--- config.mk ---
export PLATFORM = sky130hd
export DESIGN_NAME = arcfp_top
export DESIGN_NICKNAME = d
export VERILOG_FILES = /design/src/rtl/arcfp_pkg.sv /design/src/rtl/arcfp_fault_mem.sv /design/src/rtl/arcfp_light_sel.sv /design/src/rtl/arcfp_top.sv
export SDC_FILE = /design/constraint.sdc
export NUM_CORES = 2
export LEC_CHECK = 0
export ABC_AREA = 1
export ABC_CLOCK_PERIOD_IN_PS = 6800
export BUFFER_PORTS_ARGS = -buffer_cell sky130_fd_sc_hd__buf_2
export CORE_MARGIN = 2
export CORE_UTILIZATION = 55
export DETAILED_ROUTE_END_ITERATION = 10
export HOLD_SLACK_MARGIN = 0.03
export PLACE_DENSITY_LB_ADDON = 0.1
export SLEW_MARGIN = 30
export SYNTH_ARGS = -nofsm -noshare
export SYNTH_HDL_FRONTEND = slang
export SYNTH_SLANG_ARGS = --single-unit
--- constraint.sdc ---
create_clock -name sys_clk -period 6.8 [get_ports sys_clk]
set_input_delay 0.68 -clock sys_clk [delete_from_list [all_inputs] [get_ports sys_clk]]
set_output_delay 0.68 -clock sys_clk [all_outputs]
set_load 0.02 [all_outputs]
--- src/rtl/arcfp_pkg.sv ---
// constants and types shared by the arc fault protection stages
package arcfp_pkg;

    // ------------------------------------------------------------
    // widths
    // ------------------------------------------------------------
    localparam int NSTG = 4;
    localparam int CUR_W = 16;
    localparam int CNT_W = 16;
    localparam int SRC_W = 3;
    localparam int DLY_W = 16;
    localparam int FTO_W = 36;
    localparam int TICK_W = 17;
    localparam int MTX_W = 10;
    localparam int TS_W = 48;
    localparam int TYP_W = 8;
    localparam int ELAPSED_DELAY_PERCENT_W = 8;
    localparam int REC_DEPTH = 8;
    localparam int REC_AW = 3;
    localparam int REC_W = TS_W + 2 + CUR_W + ELAPSED_DELAY_PERCENT_W + TYP_W + CUR_W;

    // ------------------------------------------------------------
    // light source codes: bit0 sensor one, bit1 sensor two, bit2 card
    // ------------------------------------------------------------
    localparam logic [SRC_W-1:0] SRC_NONE = 3'h0;
    localparam logic [SRC_W-1:0] SRC_ALL = 3'h7;

    // ------------------------------------------------------------
    // configuration selects
    // ------------------------------------------------------------
    localparam logic [1:0] CFG_GRP_PICKUP = 2'h0;
    localparam logic [1:0] CFG_GRP_SRC = 2'h1;
    localparam logic [3:0] CFG_DLY_SRC = 4'h8;
    localparam logic [3:0] CFG_DLY_TIME = 4'h9;
    localparam logic [3:0] CFG_BO_MASK = 4'ha;
    localparam logic [3:0] CFG_FORCE = 4'hb;

    // ------------------------------------------------------------
    // reset values and encodings
    // ------------------------------------------------------------
    localparam logic [CUR_W-1:0] PU_ONE = 16'h0100;
    localparam logic [CUR_W-1:0] PICKUP_RST = PU_ONE;
    localparam logic [DLY_W-1:0] DLY_MS_RST = 16'h0064;
    localparam logic [MTX_W-1:0] BO_MASK_RST = 10'h000;
    localparam logic [ELAPSED_DELAY_PERCENT_W-1:0] ELAPSED_DELAY_PERCENT_TRIP = 8'h64;
    localparam int MTX_START = 0;
    localparam int MTX_TRIP = 4;
    localparam int MTX_CARD = 8;
    localparam int MTX_DLY = 9;

    // ------------------------------------------------------------
    // timing
    // ------------------------------------------------------------
    localparam longint CLK_FREQ_HZ = 100000000;
    localparam longint FORCE_TIMEOUT_MIN = 5;
    localparam longint FORCE_TIMEOUT_CYC = FORCE_TIMEOUT_MIN * 60 * CLK_FREQ_HZ;
    localparam longint DLY_TICK_MS = 1;
    localparam longint DLY_TICK_CYC = CLK_FREQ_HZ * DLY_TICK_MS / 1000;

    // ------------------------------------------------------------
    // state of the protection block
    // ------------------------------------------------------------
    typedef struct packed {
        logic [NSTG-1:0][CUR_W-1:0] pickup;
        logic [NSTG-1:0][SRC_W-1:0] src;
        logic [SRC_W-1:0] dlySrc;
        logic [DLY_W-1:0] dlyMs;
        logic [MTX_W-1:0] boMask;
        logic forceOn;
        logic [FTO_W-1:0] forceCnt;
        logic [NSTG-1:0] fStart;
        logic [NSTG-1:0] fTrip;
        logic [NSTG-1:0] start;
        logic [NSTG-1:0] trip;
        logic [NSTG-1:0] selPrev;
        logic rawPrev;
        logic [NSTG-1:0][CNT_W-1:0] lCnt;
        logic [NSTG-1:0][CNT_W-1:0] sCnt;
        logic [NSTG-1:0][CNT_W-1:0] tCnt;
        logic [TICK_W-1:0] tickCnt;
        logic [DLY_W-1:0] dlyElapsed;
        logic delayed;
        logic cardIn;
        logic cardOut;
        logic [REC_AW-1:0] recPtr;
    } arcfp_state_s;

endpackage

--- src/rtl/arcfp_fault_mem.sv ---
// fault record memory with registered read data
`timescale 1ns/1ps
module arcfp_fault_mem
    import arcfp_pkg::*;
#(
    parameter int W = REC_W,
    parameter int DEPTH = REC_DEPTH,
    parameter int AW = REC_AW
)(
    input wire logic sys_clk,
    input wire logic arst_n,
    input wire logic ce,
    input wire logic we,
    input wire logic [AW-1:0] waddr,
    input wire logic [W-1:0] wdata,
    input wire logic [AW-1:0] raddr,
    output logic [W-1:0] rdata
);

    // ------------------------------------------------------------
    // storage
    // ------------------------------------------------------------
    logic [W-1:0] mem [DEPTH];

    always_ff @(posedge sys_clk) begin
        if (ce && we) begin
            mem[waddr] <= wdata;
        end
    end

    always_ff @(posedge sys_clk or negedge arst_n) begin
        if (!arst_n) begin
            rdata <= '0;
        end else if (ce) begin
            rdata <= mem[raddr];
        end
    end

endmodule

--- src/rtl/arcfp_light_sel.sv ---
// light source selection for one stage or the delayed output
`timescale 1ns/1ps
module arcfp_light_sel
    import arcfp_pkg::*;
(
    input wire logic [SRC_W-1:0] sel,
    input wire logic sensorOne,
    input wire logic sensorTwo,
    input wire logic cardLight,
    output logic light
);

    // ------------------------------------------------------------
    // each select bit enables one source, none gives no light
    // ------------------------------------------------------------
    assign light = |(sel & {cardLight, sensorTwo, sensorOne});

endmodule

--- src/rtl/arcfp_top.sv ---
// arc fault protection: four light and current stages with counters
// Function
// - four stages: two phase stages, two residual current stages
// - eight light source choices per stage; none operates only on forced status
// - start follows selected light regardless of current
// - trip needs selected light and current above pickup together
// - phase stages use highest phase current, earth stages residual
// - pickup held in per unit, one unit is rated input
// - raw light counter counts any sensor or card light
// - selected counter counts chosen light only; trip counter counts trips
// - counters accumulate and clear on request; a clear with an event leaves one
// - one shared force flag, cleared five minutes after setting
// - forced start and trip writes only while force is on
// - settings accepted only while operator is authorised
// - delayed light output with own source and delay
// - card input is light from another relay, routable
// - card output drives signals chosen by the output matrix
// - eight latest faults recorded with time, value, delay percent
`timescale 1ns/1ps
module arcfp_top
    import arcfp_pkg::*;
#(
    parameter logic [FTO_W-1:0] FORCE_CYC = FTO_W'(FORCE_TIMEOUT_CYC),
    parameter logic [TICK_W-1:0] TICK_CYC = TICK_W'(DLY_TICK_CYC)
)(
    input wire logic sys_clk,
    input wire logic arst_n,
    input wire logic ce,
    input wire logic light_sensor_one,
    input wire logic light_sensor_two,
    input wire logic card_light_input,
    input wire logic [3*CUR_W-1:0] phaseCurOne,
    input wire logic [3*CUR_W-1:0] phaseCurTwo,
    input wire logic [CUR_W-1:0] residual_current_one,
    input wire logic [CUR_W-1:0] residual_current_two,
    input wire logic cfgAuth,
    input wire logic cfgWe,
    input wire logic [3:0] cfgSel,
    input wire logic [CUR_W-1:0] cfgData,
    input wire logic forceWe,
    input wire logic [1:0] forceIdx,
    input wire logic forceStartVal,
    input wire logic forceTripVal,
    input wire logic [NSTG-1:0] cntClr,
    input wire logic [TS_W-1:0] timeStamp,
    input wire logic [TYP_W-1:0] faultType,
    input wire logic [CUR_W-1:0] preFaultLoad,
    input wire logic [REC_AW-1:0] recRdAddr,
    output logic [REC_W-1:0] recRdData,
    output logic [REC_AW-1:0] recWrPtr,
    output logic [NSTG-1:0] stageStart,
    output logic [NSTG-1:0] stageTrip,
    output logic forceOn,
    output logic delayedLight,
    output logic cardLightRoute,
    output logic card_light_output,
    output logic [NSTG*CNT_W-1:0] raw_light_counter,
    output logic [NSTG*CNT_W-1:0] selected_light_counter,
    output logic [NSTG*CNT_W-1:0] trip_counter
);

    // ------------------------------------------------------------
    // state and supervised values
    // ------------------------------------------------------------
    arcfp_state_s s_r;
    arcfp_state_s s_nxt;
    logic [NSTG-1:0][CUR_W-1:0] supv;
    logic [NSTG-1:0] selL;
    logic [NSTG-1:0] overCur;
    logic [NSTG-1:0] startNow;
    logic [NSTG-1:0] tripNow;
    logic [NSTG-1:0] tripRise;
    logic dlyLight;
    logic anyLight;
    logic [1:0] recStage;
    logic [REC_W-1:0] recData;

    function automatic logic [CUR_W-1:0] max3(
        input logic [3*CUR_W-1:0] v
    );
        logic [CUR_W-1:0] m;
        m = v[CUR_W-1:0];
        if (v[2*CUR_W-1:CUR_W] > m) begin
            m = v[2*CUR_W-1:CUR_W];
        end
        if (v[3*CUR_W-1:2*CUR_W] > m) begin
            m = v[3*CUR_W-1:2*CUR_W];
        end
        return m;
    endfunction

    // ------------------------------------------------------------
    // stage inputs
    // ------------------------------------------------------------
    assign supv[0] = max3(phaseCurOne);
    assign supv[1] = max3(phaseCurTwo);
    assign supv[2] = residual_current_one;
    assign supv[3] = residual_current_two;
    assign anyLight = light_sensor_one | light_sensor_two
        | card_light_input;

    generate
        for (genvar i = 0; i < NSTG; i++) begin : g_stage
            arcfp_light_sel u_sel (
                .sel(s_r.src[i]),
                .sensorOne(light_sensor_one),
                .sensorTwo(light_sensor_two),
                .cardLight(card_light_input),
                .light(selL[i])
            );
            assign overCur[i] = supv[i] > s_r.pickup[i];
            assign startNow[i] = selL[i]
                | (s_r.forceOn & s_r.fStart[i]);
            assign tripNow[i] = (selL[i] & overCur[i])
                | (s_r.forceOn & s_r.fTrip[i]);
            assign tripRise[i] = tripNow[i] & ~s_r.trip[i];
        end
    endgenerate

    arcfp_light_sel u_dly_sel (
        .sel(s_r.dlySrc),
        .sensorOne(light_sensor_one),
        .sensorTwo(light_sensor_two),
        .cardLight(card_light_input),
        .light(dlyLight)
    );

    // ------------------------------------------------------------
    // fault record
    // ------------------------------------------------------------
    always_comb begin
        recStage = 2'h0;
        for (int i = NSTG - 1; i >= 0; i--) begin
            if (tripRise[i]) begin
                recStage = 2'(i);
            end
        end
    end

    assign recData = {timeStamp, recStage, supv[recStage], ELAPSED_DELAY_PERCENT_TRIP,
        (recStage == 2'h0) ? faultType : 8'h00,
        (recStage == 2'h0) ? preFaultLoad : 16'h0000};

    arcfp_fault_mem u_rec (
        .sys_clk(sys_clk),
        .arst_n(arst_n),
        .ce(ce),
        .we(|tripRise),
        .waddr(s_r.recPtr),
        .wdata(recData),
        .raddr(recRdAddr),
        .rdata(recRdData)
    );

    // ------------------------------------------------------------
    // next state
    // ------------------------------------------------------------
    always_comb begin
        logic [MTX_W-1:0] mtx;
        mtx = '0;
        s_nxt = s_r;
        if (cfgWe && cfgAuth) begin
            if (cfgSel[3:2] == CFG_GRP_PICKUP) begin
                s_nxt.pickup[cfgSel[1:0]] = cfgData;
            end else if (cfgSel[3:2] == CFG_GRP_SRC) begin
                s_nxt.src[cfgSel[1:0]] = cfgData[SRC_W-1:0];
            end else if (cfgSel == CFG_DLY_SRC) begin
                s_nxt.dlySrc = cfgData[SRC_W-1:0];
            end else if (cfgSel == CFG_DLY_TIME) begin
                s_nxt.dlyMs = cfgData;
            end else if (cfgSel == CFG_BO_MASK) begin
                s_nxt.boMask = cfgData[MTX_W-1:0];
            end
        end
        if (cfgWe && cfgAuth && cfgSel == CFG_FORCE) begin
            s_nxt.forceOn = cfgData[0];
            s_nxt.forceCnt = '0;
        end else if (s_r.forceOn) begin
            if (s_r.forceCnt >= FORCE_CYC - 1'b1) begin
                s_nxt.forceOn = 1'b0;
            end else begin
                s_nxt.forceCnt = s_r.forceCnt + 1'b1;
            end
        end
        if (!s_nxt.forceOn) begin
            s_nxt.fStart = '0;
            s_nxt.fTrip = '0;
        end else if (forceWe && s_r.forceOn) begin
            s_nxt.fStart[forceIdx] = forceStartVal;
            s_nxt.fTrip[forceIdx] = forceTripVal;
        end
        // status and counters; an event beats a clear
        s_nxt.start = startNow;
        s_nxt.trip = tripNow;
        s_nxt.selPrev = selL;
        s_nxt.rawPrev = anyLight;
        for (int i = 0; i < NSTG; i++) begin
            if (cntClr[i]) begin
                s_nxt.lCnt[i] = '0;
                s_nxt.sCnt[i] = '0;
                s_nxt.tCnt[i] = '0;
            end
            if (anyLight && !s_r.rawPrev) begin
                s_nxt.lCnt[i] = s_nxt.lCnt[i] + 1'b1;
            end
            if (selL[i] && !s_r.selPrev[i]) begin
                s_nxt.sCnt[i] = s_nxt.sCnt[i] + 1'b1;
            end
            if (tripRise[i]) begin
                s_nxt.tCnt[i] = s_nxt.tCnt[i] + 1'b1;
            end
        end
        if (|tripRise) begin
            s_nxt.recPtr = s_r.recPtr + 1'b1;
        end
        if (!dlyLight) begin
            s_nxt.tickCnt = '0;
            s_nxt.dlyElapsed = '0;
            s_nxt.delayed = 1'b0;
        end else begin
            if (s_r.tickCnt >= TICK_CYC - 1'b1) begin
                s_nxt.tickCnt = '0;
                if (s_r.dlyElapsed != '1) begin
                    s_nxt.dlyElapsed = s_r.dlyElapsed + 1'b1;
                end
            end else begin
                s_nxt.tickCnt = s_r.tickCnt + 1'b1;
            end
            s_nxt.delayed = s_nxt.dlyElapsed >= s_r.dlyMs;
        end
        s_nxt.cardIn = card_light_input;
        mtx[MTX_START +: NSTG] = startNow;
        mtx[MTX_TRIP +: NSTG] = tripNow;
        mtx[MTX_CARD] = card_light_input;
        mtx[MTX_DLY] = s_r.delayed;
        s_nxt.cardOut = |(mtx & s_r.boMask);
    end

    // ------------------------------------------------------------
    // state register
    // ------------------------------------------------------------
    always_ff @(posedge sys_clk or negedge arst_n) begin
        if (!arst_n) begin
            s_r <= '0;
            s_r.pickup <= {NSTG{PICKUP_RST}};
            s_r.src <= {NSTG{SRC_NONE}};
            s_r.dlySrc <= SRC_NONE;
            s_r.dlyMs <= DLY_MS_RST;
            s_r.boMask <= BO_MASK_RST;
        end else if (ce) begin
            s_r <= s_nxt;
        end
    end

    // ------------------------------------------------------------
    // outputs
    // ------------------------------------------------------------
    assign stageStart = s_r.start;
    assign stageTrip = s_r.trip;
    assign forceOn = s_r.forceOn;
    assign delayedLight = s_r.delayed;
    assign cardLightRoute = s_r.cardIn;
    assign card_light_output = s_r.cardOut;
    assign recWrPtr = s_r.recPtr;
    assign raw_light_counter = s_r.lCnt;
    assign selected_light_counter = s_r.sCnt;
    assign trip_counter = s_r.tCnt;
endmodule

# After elaboration in Yosys (flattened, before gate mapping)
# Memories as Yosys holds them, arrays and structs flattened. A register that Yosys moved wholly into a read port is not among the register bits.
# Index checks and enable logic that the tools add are counted.
[totals]
register_bits = 492
latchBits = 0
mem_bits_rw = 720
mem_bits_ro = 0
in_bits = 240
output_inout_bits = 305
wordCells = 213
mem_count = 1
[mem_list]
columns = ["name", "words", "word_bits", "read_ports", "rd_ports_with_merged_regs", "wr", "line_no", "rtl"]
rows = [
  ["u_rec.mem", 8, 90, 1, 1, 1, "arcfp_fault_mem.sv:23", "logic [W-1:0] mem [DEPTH];"],
]
[op_classes]
n_addsub = 16
mul = 0
div_mod_pow = 0
magnitude_cmp = 16
eq_ne = 8
n_shift = 0
mux = 59
n_bitwise = 40
n_reduce_logical = 35
[op_table]
columns = ["cell", "count"]
rows = [
  ["16-bit two-way mux", 34],
  ["16-bit by 1-bit adder with 16-bit output, second input constant", 13],
  ["16-bit greater-than comparator", 8],
  ["37-bit two-way mux", 2],
  ["64-bit bitwise mux", 1],
  ["36-bit by 1-bit adder with 36-bit output, second input constant", 1],
  ["36-bit by 35-bit greater-or-equal comparator with 1-bit output, second input constant", 1],
  ["36-bit two-way mux", 1],
  ["34-bit two-way mux", 1],
  ["16-bit binary-select mux with 2-bit select", 1],
  ["16-bit demux with 2-bit select", 1],
  ["8-bit two-way mux", 3],
  ["17-bit by 1-bit adder with 17-bit output, second input constant", 1],
  ["17-bit greater-or-equal comparator, second input constant", 1],
  ["17-bit two-way mux", 1],
  ["1-bit bitwise AND", 16],
  ["4-bit equality test, second input constant", 4],
  ["16-bit greater-or-equal comparator", 1],
  ["16-bit != test, second input constant", 1],
  ["3-bit bitwise AND", 5],
  ["3-bit OR reduction", 5],
  ["12-bit bitwise mux", 1],
  ["1-bit logical AND", 11],
  ["10-bit bitwise AND", 1],
  ["other kinds (25)", 59],
]

# Longest topological paths before layout
[depth]
word_depth = 12
mapped_depth = 43
ltp_nobuf = 42

# Cells and area by module
# A second synthesis with hierarchy kept.
[unflattened]
hier_cells = 7262
area_unflattened_um2 = 64682.0
[by_module_without_submodules]
columns = ["mod", "instances", "cells_each", "area_per_inst_um2", "seq_area_each_um2"]
rows = [
  ["arcfp_fault_mem", 1, 3426, 36722.7, 25994.9],
  ["arcfp_top", 1, 3816, 27878.0, 9868.2],
  ["arcfp_light_sel", 5, 4, 16.3, 0.0],
]

# Worst setup path after synthesis
# No wires, ideal clock.
[synth_path]
kind = "input -> register"
from = "input phaseCurTwo[9]"
to = "memory u_rec.mem[0][0] in the netlist's numbering, enable pin"
setup_ps = 539
t_arrival_ps = 8514
required_ps = 6261
path_slack_ps = -2254
path_stages = 41
path_buffers = 4
cell_sequence = "inv_1 > ha_1 > nand2_1 > inv_1 > o21ai_0 > a21oi_1 > nor2_1 > nand2_2 > nand2_1 > buf_4 > nand2_1 > and2_1 > ha_1 > nand2_1 > inv_1 > nor3_1 > nand2_1 > nand2_1 > [5 not listed] > nand2_1 > inv_1 > ha_1 > nand2_1 > inv_1 > nand2_1 > a31oi_1 > nor2_1 > nand2_1 > nand2_1 > nand2_2 > nand2_4 > buf_6 > nand2_2 > nor2_1 > nor2_4 > nand2_1 > nor2_1"
[synth_via]
elab_chain_cells = 12
[synth_lines]
columns = ["element", "line_no", "rtl"]
rows = [
  ["from (decl)", "arcfp_top.sv:33", "input wire logic [3*CUR_W-1:0] phaseCurTwo,"],
  ["16-bit greater-than comparator", "arcfp_top.sv:83", "if (v[2*CUR_W-1:CUR_W] > m) begin"],
  ["16-bit two-way mux *", "arcfp_top.sv:83", ""],
  ["16-bit greater-than comparator", "arcfp_top.sv:86", "if (v[3*CUR_W-1:2*CUR_W] > m) begin"],
  ["16-bit two-way mux *", "arcfp_top.sv:86", ""],
  ["16-bit greater-than comparator *", "arcfp_top.sv:111", "assign overCur[i] = supv[i] > s_r.pickup[i];"],
  ["1-bit bitwise AND *", "arcfp_top.sv:114", "assign tripNow[i] = (selL[i] & overCur[i])"],
  ["1-bit OR *", "arcfp_top.sv:115", "| (s_r.forceOn & s_r.fTrip[i]);"],
  ["1-bit bitwise AND *", "arcfp_top.sv:116", "assign tripRise[i] = tripNow[i] & ~s_r.trip[i];"],
  ["4-bit OR reduction *", "arcfp_top.sv:148", ".we(|tripRise),"],
  ["1-bit logical AND *", "arcfp_fault_mem.sv:26", "if (ce && we) begin"],
  ["1-bit two-way mux *", "arcfp_fault_mem.sv:26", ""],
  ["1-bit two-way mux (implied by the code) *", "arcfp_fault_mem.sv:27", "mem[waddr] <= wdata;"],
  ["to (decl)", "arcfp_fault_mem.sv:23", ""],
]
# Mark *: on every way between the ends. The rest lies on a longest branch, timed or not.

# Final worst setup path
[layout_path]
from = "input phaseCurTwo[9]"
to = "memory u_rec.mem[6][11] in the netlist's numbering, enable pin"
# The elaborated chain is that of the path after synthesis.

==> impl_metrics.csv <==
group,metric,value,unit
status,outcome,"finished, final reports clean",
sta,fin_worst_skew,0.02782,ns
worst_hold_path,hold_path.class,"input port to flop",
global_route,grt_overflow_total,0,
setup_path,worstReg2RegStart,"s_r[386]",
global_route,maximum_number_of_pins_on_one_net_before_global_route_repair,139,
floorplanning,floorplan_die_height,333.2,um
clock_tree,clock_latency,0.75,ns
logic_synthesis,synth_most_common_cell,"sky130_fd_sc_hd__nand2_1",
logic_synthesis,syn_avg_cell_area,9.964,um^2
placement,globalplace.congestion,0.9198,
layout,fillCellCount,8857,
sta,final_max_slew_viol_count,0,
setup_path,worst_path_most_repeated_cell,"sky130_fd_sc_hd__nand2_1",
sta,max_freq,163.3,MHz
sta,hold_slack,0.2128,ns
pwr,p_clk_share,36.4,%
logic_synthesis,ys.flop_type,"sky130_fd_sc_hd__edfxtp_1",
logic_synthesis,async_flop_share,40.25,%
flow_run,max_cap_violations,0,
routing,detailroute.via_count,42900,
setup_path,max_stage_delay,0.56,ns
floorplanning,effective_utilization_at_floorplan,55.60,%
routing,dr_drc_count,0,
global_route,grt_pass1_vias,41450,
logic_synthesis,synth.ff_latch_count,1205,
setup_path,worst_path_max_delay_cell,"sky130_fd_sc_hd__nor2_4",
setup_path,timing.critical_path.fanout_max,17,
floorplanning,die_width,333.2,um
pwr,netSwitchingFraction,28.80,%
routing,dr.pass1.iters,7,
sta,worst_slew_pin_slew,0.9638,ns
clock_tree,cts.reportedPaths.clkPinSlew,0.06,ns
placement,pre_cts_ws,-0.007133,ns
logic_synthesis,synth.largest_area_cell,"sky130_fd_sc_hd__edfxtp_1",
clock_tree,clkSinkCount,1205,
floorplanning,fp.dieArea,0.1110,mm^2
clock_tree,post_cts_buffers,0,
sta,timing.final.ws_setup,0.6755,ns
floorplanning,ios,545,
setup_path,start_kind,"input port",
layout,final_nets,6663,
sta,setup_repair_after_global_routing_missed_its_margin,"no",
pwr,internal-power,13.44,mW
clock_tree,htreeDepth,4,
global_route,first_pass_grt_wire_length,239.7,mm
floorplanning,core_region_area,0.1072,mm^2
sta,fin_crit,6.125,ns
clock_tree,cts_root_buf,"sky130_fd_sc_hd__clkbuf_16",
clock_tree,cts_tree,"yes",
sta,setup-violations-final,0,
pwr,irDropWorstVdd,0.2380,mV
pwr,share_comb_of_total_power,16.5,%
logic_synthesis,synth-warning-count,0,
setup_path,critPathCaptureType,"flop",
worst_hold_path,hold_path.startpoint,"timeStamp[35]",
logic_synthesis,yosysSeqAreaShare,56.65,%
setup_path,r2r_cells,17,
routing,route.detailed.wl_per_inst,19.91,um
logic_synthesis,netlist_instances,5982,
setup_path,setup.worst_path.class,"input port to flop",
routing,route.antenna.remaining_nets,0,
floorplanning,floorplan.rows,120,
logic_synthesis,commonest_cells_post_synth,"1094 x sky130_fd_sc_hd__nand2_1, 738 x sky130_fd_sc_hd__inv_1, 720 x sky130_fd_sc_hd__edfxtp_1, 478 x sky130_fd_sc_hd__dfrtp_1, 439 x sky130_fd_sc_hd__o21ai_0",
setup_path,r2r_setup_slack,3.20,ns
routing,vias_per_inst,5.515,
logic_synthesis,synth_cell_types,62,
layout,drive_above_1_share,14.70,%
sta,timing.max_slew.rel_slack,35.75,%
global_route,initial_antenna_violation_count,15,
pwr,p_leak,28.79,nW
logic_synthesis,synth_top_area_share,36.27,%
logic_synthesis,synthTopCellsByArea,"sky130_fd_sc_hd__edfxtp_1 36%, sky130_fd_sc_hd__dfrtp_1 20%, sky130_fd_sc_hd__nand2_1 6.9%",
pwr,pwr_density_cell,283.9,mW/mm^2
logic_synthesis,mappedNetlistArea,0.05960,mm^2
worst_hold_path,holdPathEnd,"u_rec.mem[7][77]",
clock_tree,post_cts_gate_resize_count,0,
setup_path,reg_to_reg_end,"u_rec.mem[6][11]",
pwr,netSwitchingPower,5.436,mW
routing,dr.first_iter.drc_count,3429,
clock_tree,clockBufferDepth,3,
sta,report.final.hold_viol_count,0,
setup_path,critical_path_required,7.24,ns
routing,finalWirelength,154.9,mm
placement,placedInstanceArea,0.06229,mm^2
placement,dpl.hpwl,101.7,mm
logic_synthesis,synth-edff-count,720,
worst_hold_path,worstHoldPathCells,1,
global_route,grt.total_usage,27.67,%
layout,finalInstanceArea,0.06648,mm^2
setup_path,cp_data_arrival_time,6.57,ns
sta,final_min_period_over_clock_period,90.07,%
clock_tree,cts-buffers-inserted,131,
pwr,power.share.sequential,47.1,%
placement,buffer_ports.inserted,539,
layout,syn2layout_area_growth,11.54,%
==> cells by family after synthesis <==
family	Yosys count	synth area share, %
compound gates	946	8.917
xor+xnor	213	3.143
fa+ha+maj	160	3.359
buf+inv	1217	9.302
flops	1205	56.65
mux	181	3.040
other cells	1	0.006292
simple gates	2059	15.58
==> final cells by class <==
cell class,instances,area [um^2],share of cell area (%)
clock inverters,56,490.5,0.7378
inverters,759,2867,4.312
diodes,9,22.52,0.03388
well taps,1403,1755,2.640
clock buffers,182,3655,5.497
repair buffers,602,3532,5.313
flip-flops and latches,1205,33770,50.79
multi-input cells,3564,20390,30.68
==> state kept, by name, indices dropped and copies added (netlist names) <==
register,flops
trip_counter,64
s_r,187
stageStart,4
card_light_output,1
raw_light_counter,64
selected_light_counter,64
forceOn,1
u_rec.rdata,91
recWrPtr,3
u_rec.mem,720
delayedLight,1
cardLightRoute,1
stageTrip,4
==> repair_timing <==
item | in CTS | in global routing
endpoints found under the setup margin | 0 | 0
hold buffers | 1 | 0
hold endpoints to repair | 36 | 0
==> critical path, delay by kind of cell <==
kind | cells | cell delay [ns]
simple gates | 25 | 3.58
compound gates | 3 | 0.48
fa+ha+maj | 3 | 0.89
buf+inv | 8 | 0.95
==> cell usage in the layout (no fill, tap or decap), types with 10 or more instances in the layout <==
master                         n
sky130_fd_sc_hd__xnor2_1      65
sky130_fd_sc_hd__buf_2       534
sky130_fd_sc_hd__mux2i_1     181
sky130_fd_sc_hd__nor2_2       17
sky130_fd_sc_hd__clkbuf_16   135
sky130_fd_sc_hd__nand4_1      73
sky130_fd_sc_hd__nand2_2      12
sky130_fd_sc_hd__o211ai_1    183
sky130_fd_sc_hd__nand2_1    1094
sky130_fd_sc_hd__nor4_1       20
sky130_fd_sc_hd__ha_1        160
sky130_fd_sc_hd__o21ai_0     439
sky130_fd_sc_hd__clkinv_2     21
sky130_fd_sc_hd__xor2_1      147
sky130_fd_sc_hd__o22ai_1      31
sky130_fd_sc_hd__nor2_1      268
sky130_fd_sc_hd__dfrtp_1     478
sky130_fd_sc_hd__buf_4        36
sky130_fd_sc_hd__edfxtp_1    720
sky130_fd_sc_hd__inv_2        15
sky130_fd_sc_hd__inv_1       738
sky130_fd_sc_hd__nor2_4       20
sky130_fd_sc_hd__or2_2        14
sky130_fd_sc_hd__nand3_1     357
sky130_fd_sc_hd__clkbuf_8     10
sky130_fd_sc_hd__and2_1       31
sky130_fd_sc_hd__nand3_2      15
sky130_fd_sc_hd__clkbuf_1     37
sky130_fd_sc_hd__nor3_2       11
sky130_fd_sc_hd__buf_12       25
sky130_fd_sc_hd__nor3_1       89
sky130_fd_sc_hd__a21oi_1     258
sky130_fd_sc_hd__clkinv_1     19
==> metrics by stage <==
stage	setup TNS (ns)	util [%]	cells	power [mW]
floorplan	-558.89	-	5986	11.01
global placement	0	58.09	7532	12.06
detailed placement	-0.07897	58.11	7532	12.13
CTS	0	61.99	7771	19.01
global route	0	62.00	7775	19.67
finish	0	62.01	7780	18.88
==> routing by layer <==
layer	share of wire [%]	wire, um	global-route usage [%]	vias to the layer above
li1	-	-	-	20510
met1	44	67500	37.79	20810
met2	48	73760	45.23	1294
met3	5.8	8978	4.320	274
met4	3.0	4569	9.502	10
met5	0.043	66	0	-
==> worst max-delay path by stage <==
| stage | end | startpoint | slack (ns) | depth (start not counted) |
|---|---|---|---|---|
| final | u_rec.mem[6][11] | phaseCurTwo[9] | 0.68 | 39 |
| after detailed placement | u_rec.mem[6][17] | phaseCurTwo[9] | -0.007 | 39 |
| after global placement | u_rec.mem[6][17] | phaseCurOne[1] | 0.03 | 45 |
| after CTS | u_rec.mem[6][4] | phaseCurTwo[9] | 0.76 | 39 |
| after floorplan | u_rec.mem[0][0] | phaseCurTwo[9] | -0.78 | 41 |
| after global routing | u_rec.mem[6][9] | phaseCurOne[1] | 0.20 | 42 |
==> power by group through the flow <==
stage	Combinational [mW]	Clock (mW)	Sequential, mW
final	3.11	6.88	8.89
after global routing	3.45	7.28	8.95
after CTS	3.12	7.01	8.88
after detailed placement	3.10	0	9.02
after global placement	3.05	0	9.01
after floorplan	1.96	0	9.05
Note: power is estimated with default switching activity, not from simulation.
